==> src/core/hbd_pkg.sv <==
// package: constants, register map and decay codes for the h-bridge decay drive
//
// Behaviour
// low-side fet slow decay: modulate first pair, second pos high, second neg low; when negative the code modulates the second pair instead.
// four slow decay variants choose which switches conduct while undriven.
// low-side fet recirculation is the default slow decay, for bootstrap recharge.
// shunt samples taken during slow decay carry no current and are dropped.
// fixed decay uses only the configured base decay, slow or fast.
// alternating decay switches between base decay and alternate decay.
// alternate decay only after a target drop, for a bounded number of periods.
// alternate periods per step are proportional to the target amplitude drop.
// zero target current forces fast decay against back voltage current.
// a diode slow decay may be chosen as the alternate decay.
// the two pos outputs push current positive, the two neg outputs negative.
// low-side fet slow decay: first neg complements first pos, second pos complements second neg.
// both high controls low means low switches conduct: slow recirculation.
// two converter triggers per period: mid active pulse and mid inactive pulse.
// current updates from active sample when positive, inactive sample when negative.
// duty below about 1.75 us (7% at 40 kHz) is raised to the minimum.
// energized samples are positive magnitudes, fast decay samples negative.
// fast decay sample magnitude equals the true winding current magnitude.
// fast and reverse decay selectable; fast modulates pos outputs, neg outputs held zero; when negative the code modulates neg outputs instead.
// decay, direction and duty changes are latched only at a period boundary.
// programmable dead time between one switch turning off and another on.
package hbd_pkg;
	// ****************************************
	// timing
	// ****************************************
	localparam int CLK_HZ = 40_000_000;
	localparam int CLK_NS = 25;
	localparam int PWM_HZ = 40_000;
	localparam int PERIOD_CYC = CLK_HZ / PWM_HZ;
	localparam int MIN_PULSE_NS = 1750;
	localparam int MIN_DUTY_CYC = (MIN_PULSE_NS + CLK_NS - 1) / CLK_NS;
	localparam int CNT_W = 10;
	localparam int SMP_W = 12;

	// ****************************************
	// decay codes
	// ****************************************
	localparam logic [2:0] DK_SLOW_LS_DIODE = 3'h0;
	localparam logic [2:0] DK_SLOW_HS_DIODE = 3'h1;
	localparam logic [2:0] DK_SLOW_LS_FET = 3'h2;
	localparam logic [2:0] DK_SLOW_HS_FET = 3'h3;
	localparam logic [2:0] DK_FAST = 3'h4;
	localparam logic [2:0] DK_REVERSE = 3'h5;

	// ****************************************
	// register map, byte addresses
	// ****************************************
	localparam logic [5:0] OFS_CTRL = 6'h00;
	localparam logic [5:0] OFS_DUTY = 6'h04;
	localparam logic [5:0] OFS_TARGET = 6'h08;
	localparam logic [5:0] OFS_GAIN = 6'h0C;
	localparam logic [5:0] OFS_DEAD = 6'h10;
	localparam logic [5:0] OFS_STATUS = 6'h14;
	localparam logic [5:0] OFS_SMP_ACT = 6'h18;
	localparam logic [5:0] OFS_SMP_INACT = 6'h1C;
	localparam logic [5:0] OFS_CURRENT = 6'h20;
	// control fields
	localparam int CTRL_RUN = 0;
	localparam int CTRL_DIR_POS = 1;
	localparam int CTRL_ALT_EN = 2;
	localparam int CTRL_ZERO_FAST = 3;
	localparam int CTRL_BASE_LSB = 4;
	localparam int CTRL_ALT_LSB = 8;
	localparam int GAIN_SHIFT = 4;
	// reset values
	localparam logic [10:0] RST_CTRL = 11'h42A;
	localparam logic [CNT_W-1:0] RST_DUTY = 10'h000;
	localparam logic [7:0] RST_GAIN = 8'h10;
	localparam logic [7:0] RST_DEAD = 8'h04;
endpackage

==> src/core/hbd_drive.sv <==
// decay pattern generator, dead time, converter scheduling and current rebuild
//
// Implementation choices: the register offsets and register access over Avalon-MM.
`timescale 1ns/10ps
`default_nettype none
module hbd_drive (
	input wire logic clk_sys,
	input wire logic resetn,
	input wire logic [5:0] avs_address,
	input wire logic avs_read,
	input wire logic avs_write,
	input wire logic [31:0] avs_writedata,
	input wire logic [3:0] avs_byteenable,
	output logic [31:0] avs_readdata,
	output logic avs_waitrequest,
	output logic first_half_pos_drive,
	output logic first_half_neg_drive,
	output logic second_half_pos_drive,
	output logic second_half_neg_drive,
	output logic adc_trig,
	output logic adc_trig_active,
	input wire logic adc_valid,
	input wire logic signed [hbd_pkg::SMP_W-1:0] adc_data
);
	import hbd_pkg::*;

	typedef struct packed {
		logic [CNT_W-1:0] cnt;
		logic [CNT_W-1:0] duty_l;
		logic dir_l;
		logic run_l;
		logic [2:0] mode_l;
		logic forced_l;
		logic alt_l;
		logic [15:0] alt_cnt;
		logic [SMP_W-1:0] tgt_prev;
		logic [3:0] pat_cur;
		logic [7:0] dead_cnt;
		logic [3:0] out;
		logic trig;
		logic trig_act;
		logic tag_act;
		logic tag_dir;
		logic tag_slow;
		logic [SMP_W-1:0] smp_act;
		logic [SMP_W-1:0] smp_inact;
		logic signed [15:0] current;
		logic [10:0] ctrl;
		logic [CNT_W-1:0] duty;
		logic [SMP_W-1:0] target;
		logic [7:0] gain;
		logic [7:0] dead;
		logic ack;
		logic [31:0] rdata;
	} hbd_state_s;

	hbd_state_s st;
	hbd_state_s next_st;

	// ****************************************
	// decode helpers
	// ****************************************
	function automatic logic hbd_is_slow(input logic [2:0] m);
		hbd_is_slow = (m <= DK_SLOW_HS_FET);
	endfunction

	// pattern order {first pos, first neg, second pos, second neg}
	function automatic logic [3:0] hbd_pattern(input logic [2:0] m, input logic dp, input logic act);
		logic [3:0] p;
		p = 4'h0;
		if (act) begin
			p = dp ? 4'hA : 4'h5;
		end else begin
			case (m)
				DK_SLOW_LS_DIODE: p = dp ? 4'h2 : 4'h4;
				DK_SLOW_HS_DIODE: p = dp ? 4'h8 : 4'h1;
				DK_SLOW_LS_FET: p = 4'h6;
				DK_SLOW_HS_FET: p = 4'h9;
				DK_REVERSE: p = dp ? 4'h5 : 4'hA;
				default: p = 4'h0;
			endcase
		end
		hbd_pattern = p;
	endfunction

	function automatic logic [CNT_W-1:0] hbd_clamp(input logic [CNT_W-1:0] d);
		hbd_clamp = d;
		if (d < CNT_W'(MIN_DUTY_CYC))
			hbd_clamp = CNT_W'(MIN_DUTY_CYC);
		if (d > CNT_W'(PERIOD_CYC - MIN_DUTY_CYC))
			hbd_clamp = CNT_W'(PERIOD_CYC - MIN_DUTY_CYC);
	endfunction

	logic boundary;
	logic active_ph;
	logic [3:0] pat_want;
	logic [CNT_W-1:0] trig_act_at;
	logic [CNT_W-1:0] trig_inact_at;
	logic [SMP_W-1:0] drop;
	logic [15:0] alt_calc;
	logic [15:0] alt_now;
	logic zero_force;
	logic [SMP_W-1:0] smp_mag;

	// ****************************************
	// next state
	// ****************************************
	always_comb begin
		next_st = st;
		boundary = (st.cnt == CNT_W'(PERIOD_CYC - 1));
		active_ph = (st.cnt < st.duty_l);
		trig_act_at = st.duty_l >> 1;
		trig_inact_at = st.duty_l + ((CNT_W'(PERIOD_CYC) - st.duty_l) >> 1);
		drop = st.tgt_prev - st.target;
		alt_calc = 16'((20'(drop) * 20'(st.gain)) >> GAIN_SHIFT);
		zero_force = st.ctrl[CTRL_ZERO_FAST] && (st.target == '0);
		smp_mag = (adc_data < 0) ? SMP_W'(-adc_data) : SMP_W'(adc_data);
		alt_now = st.alt_cnt;

		// period counter and boundary latch, so no period mixes patterns
		next_st.cnt = boundary ? '0 : st.cnt + 1'b1;
		if (boundary) begin
			next_st.duty_l = hbd_clamp(st.duty);
			next_st.dir_l = st.ctrl[CTRL_DIR_POS];
			next_st.run_l = st.ctrl[CTRL_RUN];
			next_st.tgt_prev = st.target;
			if (st.target < st.tgt_prev)
				alt_now = alt_calc;
			if (!st.ctrl[CTRL_ALT_EN])
				alt_now = 16'h0000;
			next_st.alt_l = (alt_now != 16'h0000);
			next_st.alt_cnt = alt_now - 16'(next_st.alt_l);
			next_st.forced_l = zero_force;
			if (zero_force)
				next_st.mode_l = DK_FAST;
			else if (next_st.alt_l)
				next_st.mode_l = st.ctrl[CTRL_ALT_LSB +: 3];
			else
				next_st.mode_l = st.ctrl[CTRL_BASE_LSB +: 3];
		end

		// pattern with dead time: turn-offs act at once, turn-ons wait
		pat_want = st.run_l ? hbd_pattern(st.mode_l, st.dir_l, active_ph) : 4'h0;
		if (pat_want != st.pat_cur) begin
			next_st.pat_cur = pat_want;
			next_st.dead_cnt = st.dead;
			next_st.out = st.out & pat_want;
		end else if (st.dead_cnt != 8'h00) begin
			next_st.dead_cnt = st.dead_cnt - 1'b1;
			next_st.out = st.out & st.pat_cur;
		end else begin
			next_st.out = st.pat_cur;
		end

		// converter triggers at the middle of each pulse
		next_st.trig = 1'b0;
		if (st.run_l && (st.cnt == trig_act_at || st.cnt == trig_inact_at)) begin
			next_st.trig = 1'b1;
			next_st.trig_act = (st.cnt == trig_act_at);
			next_st.tag_act = (st.cnt == trig_act_at);
			next_st.tag_dir = st.dir_l;
			next_st.tag_slow = (st.cnt != trig_act_at) && hbd_is_slow(st.mode_l);
		end

		// sample capture and current rebuild
		if (adc_valid && !st.tag_slow) begin
			if (st.tag_act)
				next_st.smp_act = smp_mag;
			else
				next_st.smp_inact = smp_mag;
			if (st.tag_act == st.tag_dir) begin
				if (st.tag_dir)
					next_st.current = 16'(smp_mag);
				else
					next_st.current = -$signed(16'(smp_mag));
			end
		end

		// avalon slave: one wait state, then the answer
		next_st.ack = (avs_read || avs_write) && !st.ack;
		if ((avs_read || avs_write) && !st.ack) begin
			case (avs_address)
				OFS_CTRL: next_st.rdata = 32'(st.ctrl);
				OFS_DUTY: next_st.rdata = 32'(st.duty);
				OFS_TARGET: next_st.rdata = 32'(st.target);
				OFS_GAIN: next_st.rdata = 32'(st.gain);
				OFS_DEAD: next_st.rdata = 32'(st.dead);
				OFS_STATUS: next_st.rdata = {st.alt_cnt, 9'h000, st.run_l, st.dir_l, st.alt_l, st.forced_l, st.mode_l};
				OFS_SMP_ACT: next_st.rdata = 32'(st.smp_act);
				OFS_SMP_INACT: next_st.rdata = 32'(st.smp_inact);
				OFS_CURRENT: next_st.rdata = {{16{st.current[15]}}, st.current};
				default: next_st.rdata = 32'h0000_0000;
			endcase
		end
		if (st.ack && avs_write) begin
			case (avs_address)
				OFS_CTRL: begin
					if (avs_byteenable[0])
						next_st.ctrl[7:0] = avs_writedata[7:0];
					if (avs_byteenable[1])
						next_st.ctrl[10:8] = avs_writedata[10:8];
				end
				OFS_DUTY: begin
					if (avs_byteenable[0])
						next_st.duty[7:0] = avs_writedata[7:0];
					if (avs_byteenable[1])
						next_st.duty[9:8] = avs_writedata[9:8];
				end
				OFS_TARGET: begin
					if (avs_byteenable[0])
						next_st.target[7:0] = avs_writedata[7:0];
					if (avs_byteenable[1])
						next_st.target[11:8] = avs_writedata[11:8];
				end
				OFS_GAIN: begin
					if (avs_byteenable[0])
						next_st.gain = avs_writedata[7:0];
				end
				OFS_DEAD: begin
					if (avs_byteenable[0])
						next_st.dead = avs_writedata[7:0];
				end
				default: next_st.ctrl = next_st.ctrl; // read-only or unmapped: ignored
			endcase
		end
	end

	// ****************************************
	// state register
	// ****************************************
	always_ff @(posedge clk_sys or negedge resetn) begin
		if (!resetn) begin
			st <= '0;
			st.duty_l <= CNT_W'(MIN_DUTY_CYC);
			st.dir_l <= 1'b1;
			st.mode_l <= DK_SLOW_LS_FET;
			st.ctrl <= RST_CTRL;
			st.duty <= RST_DUTY;
			st.gain <= RST_GAIN;
			st.dead <= RST_DEAD;
		end else begin
			st <= next_st;
		end
	end

	// outputs come straight from flops, waitrequest is the only gate
	assign first_half_pos_drive = st.out[3];
	assign first_half_neg_drive = st.out[2];
	assign second_half_pos_drive = st.out[1];
	assign second_half_neg_drive = st.out[0];
	assign adc_trig = st.trig;
	assign adc_trig_active = st.trig_act;
	assign avs_readdata = st.rdata;
	assign avs_waitrequest = (avs_read || avs_write) && !st.ack;

	// triggers seen in the current period, helper for the two-per-period check
	logic [1:0] trig_seen;
	always_ff @(posedge clk_sys or negedge resetn) begin
		if (!resetn)
			trig_seen <= 2'h0;
		else if (boundary)
			trig_seen <= 2'h0;
		else if (st.trig && trig_seen != 2'h3)
			trig_seen <= trig_seen + 2'h1;
	end
endmodule // hbd_drive
`default_nettype wire

==> config.mk <==
export PLATFORM = sky130hd
export DESIGN_NAME = hbd_drive
export DESIGN_NICKNAME = d
export VERILOG_FILES = /design/src/core/hbd_pkg.sv /design/src/core/hbd_drive.sv
export SDC_FILE = /design/constraint.sdc
export NUM_CORES = 1
export LEC_CHECK = 0
export CAP_MARGIN = 20
export CORE_ASPECT_RATIO = 1.25
export CORE_MARGIN = 10
export CORE_UTILIZATION = 70
export DETAILED_ROUTE_END_ITERATION = 10
export DONT_BUFFER_PORTS = 1
export PLACE_DENSITY = 0.88
export SLEW_MARGIN = 5
export SYNTH_ARGS = -nofsm -noshare
export SYNTH_HDL_FRONTEND = slang
export SYNTH_SLANG_ARGS = --single-unit
==> constraint.sdc <==
create_clock -name clk_sys -period 15.54 [get_ports clk_sys]
set_clock_uncertainty 0.1 [all_clocks]
set_input_delay 0.777 -clock clk_sys [delete_from_list [all_inputs] [get_ports clk_sys]]
set_output_delay 0.777 -clock clk_sys [all_outputs]
set_load 0.02 [all_outputs]
==> summary.txt <==
Status: finished clean
Vias in the first global route: 12824
Critical Path Max Stage Delay: 0.59 ns
Initial antenna violation count: 0
Pwr dens: 79.3 mW/mm2
CP max stage cell: xnor2_1
Number of CTS-inserted buffers: 17
Final Hold Viols: 0
Net Sw Frac: 31.8%
Total track usage: 29.2%
Max-Cap Viols: 0
Clk_lat worst skew: 0.45 ns
Seq/Total Area, Yosys: 32.6%
Busiest grt layer: met2
Top FF cell, synth: dfrtp_1
Antenna-violating nets left: 0
# Post-CTS Setup Buffers: 0
ANT cells: 0
Initial Util: 70.8%
CP most frequent cell: fa_1
Max Fclk: 0.101 GHz
Worst Path Max Fanout: 9
Yosys reg bits: 197
Die boundary width: 152 um
Routed WL: 40000 um
Layout cells sized above 1: 8.51%
Setup violations, final: 0
Ys async rst share: 100%
Met2 Use GR: 48.5%
Post-synthesis cell area: 0.0152 mm2
Routed WL per cell: 21.2 um
Post-synth cell types: 87
Worst setup EP type: register
Final period utilization: 63.6%
Max Slew Vio Count: 0
FF-to-FF path depth: 30
M3 GR Usage: 6.63%
CTS tree: yes
Yosys top cell area share: 30.7%
Port bufs: 0
Rel. slew slack: 21.0%
Die Span Y: 185 um
Worst endpoint data arrival time: 10.11 ns
Main area contributors after synthesis: dfrtp_1, fa_1, ha_1
Worst path required time: 15.78 ns
Root buf cell: clkbuf_16
Crit path time final: 9.88 ns
Setup total negative slack: 0 ns
Fillers: 1504
Number of synthesized flops with an enable pin: 0
Synthesis warning total: 0
Met1 Usage GRT: 34.1%
H-tree Lvls: 4
Critical R2R Launch: st[49]
Worst hold-check path type: in2async
R2r endpoint: st[165]
Vias: 12641
Post-DP HPWL: 28400 um
Syn_nets: 1867
CORE AREA: 0.0214 mm2
DR DRC count: 0
Setup crit start kind: register
Area delta synth->final: 3.82%
First-pass GRT wire length: 65600 um
P_int: 852 uW
Worst Hold Slack: 0.0725 ns
Nets: 1789
Part of the power in registers: 44.3%
Setup CP Type: reg2reg
Mean cell area of the mapped netlist: 9.05 um2
Remaining Overflow, GRT: 0
RSZ-0062 raised after global routing: no
CTS sink cnt: 197
Comb pwr share: 17.6%
I/O pin count: 98
R2R setup slack: 5.66 ns
Worst Max-Slew Pin Slew: 1.18 ns
Clock-pin slew on the worst setup and hold paths: 0.08 ns
Cells after synthesis: 1674
Drt first pass iters: 6
Via-to-Cell Ratio: 6.70
Leading area contributor after synthesis: dfrtp_1
Detailed router's first-iteration violation count: 1409
Die Area: 0.0280 mm2
Clock share of power: 38.0%
Pin count of the biggest net entering global routing: 187
Max Root-Sink Buffers: 2
Leakage: 0.00694 uW
Core Rows: 60
Placer congestion estimate: 0.913
VDD IR-drop max: 0.0000887 V
Switch Pwr: 396 uW
## how the worst max path moves through the flow
stage	depth (start not counted)	slack [ns]	endpoint	start
CTS	30	5.79	st[165]	st[49]
global route	32	5.04	st[165]	st[50]
finish	30	5.66	st[165]	st[49]
global placement	30	6.00	st[165]	st[49]
detailed placement	30	5.86	st[165]	st[49]
floorplan	31	7.22	st[169]	st[49]
## stage by stage
step           instances  setup WS, ns  power, uW  cell area, um2  util (%)
2_1_floorplan       1674          7.22        716           15200         -
3_3_place_gp        1852          6.00        757           15000      70.3
3_5_place_dp        1853          5.86        765           15000      70.3
4_1_cts             1886          5.79       1240           15700      73.4
5_1_grt             1888          5.04       1290           15700      73.5
6_report            1888          5.66       1250           15700      73.5
## metal layers
layer	routed length, um	share of wire, %	vias up
met5	0	0	-
met4	2340	5.8	0
met3	2960	7.4	173
met2	19700	49	603
met1	15000	38	6187
li1	-	-	5678
## cells in the mapped netlist (25+ instances only)
| cell | instances |
|---|---|
| nor3_1 | 32 |
| nand2_1 | 223 |
| nor2_1 | 84 |
| clkbuf_1 | 63 |
| fa_1 | 61 |
| nand3_1 | 30 |
| ha_1 | 73 |
| a21oi_1 | 71 |
| dfrtp_1 | 186 |
| o21ai_0 | 116 |
| buf_4 | 32 |
| xnor2_1 | 55 |
| xor2_1 | 33 |
| and2_1 | 28 |
| inv_1 | 108 |
| mux2_2 | 58 |
| nand2b_1 | 30 |
| a22oi_1 | 25 |
| mux2i_1 | 29 |
## registers in the layout (all words and copies together) (netlist names)
name,cells
st,160
adc_trig,1
first_half_pos_drive,1
second_half_neg_drive,1
second_half_pos_drive,1
first_half_neg_drive,1
avs_readdata,32
## area by class of cell
| cell class | count | area, um2 | share of cell area, % |
|---|---|---|---|
| repair buffers | 12 | 114 | 0.724 |
| multi-input cells | 1258 | 9280 | 59.0 |
| inverters | 110 | 413 | 2.62 |
| clock inverters | 15 | 210 | 1.34 |
| flip-flops and latches | 197 | 4940 | 31.4 |
| well taps | 279 | 349 | 2.22 |
| clock buffers | 17 | 425 | 2.70 |
## power groups by stage
stage	registers, uW	clock network (uW)	logic (uW)
final	554	474	220
after CTS	552	476	216
after global routing	555	497	242
after floorplan	548	0	167
after detailed placement	562	0	203
after global placement	561	0	197
## worst max-delay path: cells and delay by family, from the launching register on
family	cells	cell delay, ns
buffers and inverters	1	0.05
AOI/OAI and AO/OA	11	2.36
DFF	1	0.45
adders and majority gates	9	3.69
muxes	1	0.42
xor gates and xnor gates	1	0.59
and+or+nand+nor	7	2.10
## logic make-up (layout without fill, tap and decap cells)
group	count (synthesis)	after routing	share of synthesized area [%]
simple gates	542	542	17.4
compound gates	396	396	17.4
buf+inv	219	154	6.33
flops	197	197	32.6
fa+ha+maj	134	134	14.1
mux	98	98	7.04
xor+xnor	88	88	5.09
## placed cells by master, fill, tap and decap left out, drive strengths merged, types with 19 or more instances in the layout
cell / n
nand2b: 30
nand3: 30
ha: 73
mux2i: 29
a22oi: 25
mux2: 69
nor3: 33
inv: 115
nand2: 223
nor2: 86
fa: 61
a21oi: 74
xor2: 33
dfrtp: 186
and2: 28
o21ai: 125
clkbuf: 19
nor2b: 24
xnor2: 55
a21o: 19
## what timing repair did
item,4_1_cts,5_1_grt
hold buffers,1,0
hold endpoints to repair,186,0
resized for setup,0,0
Note: power is estimated with default switching activity, not from simulation.
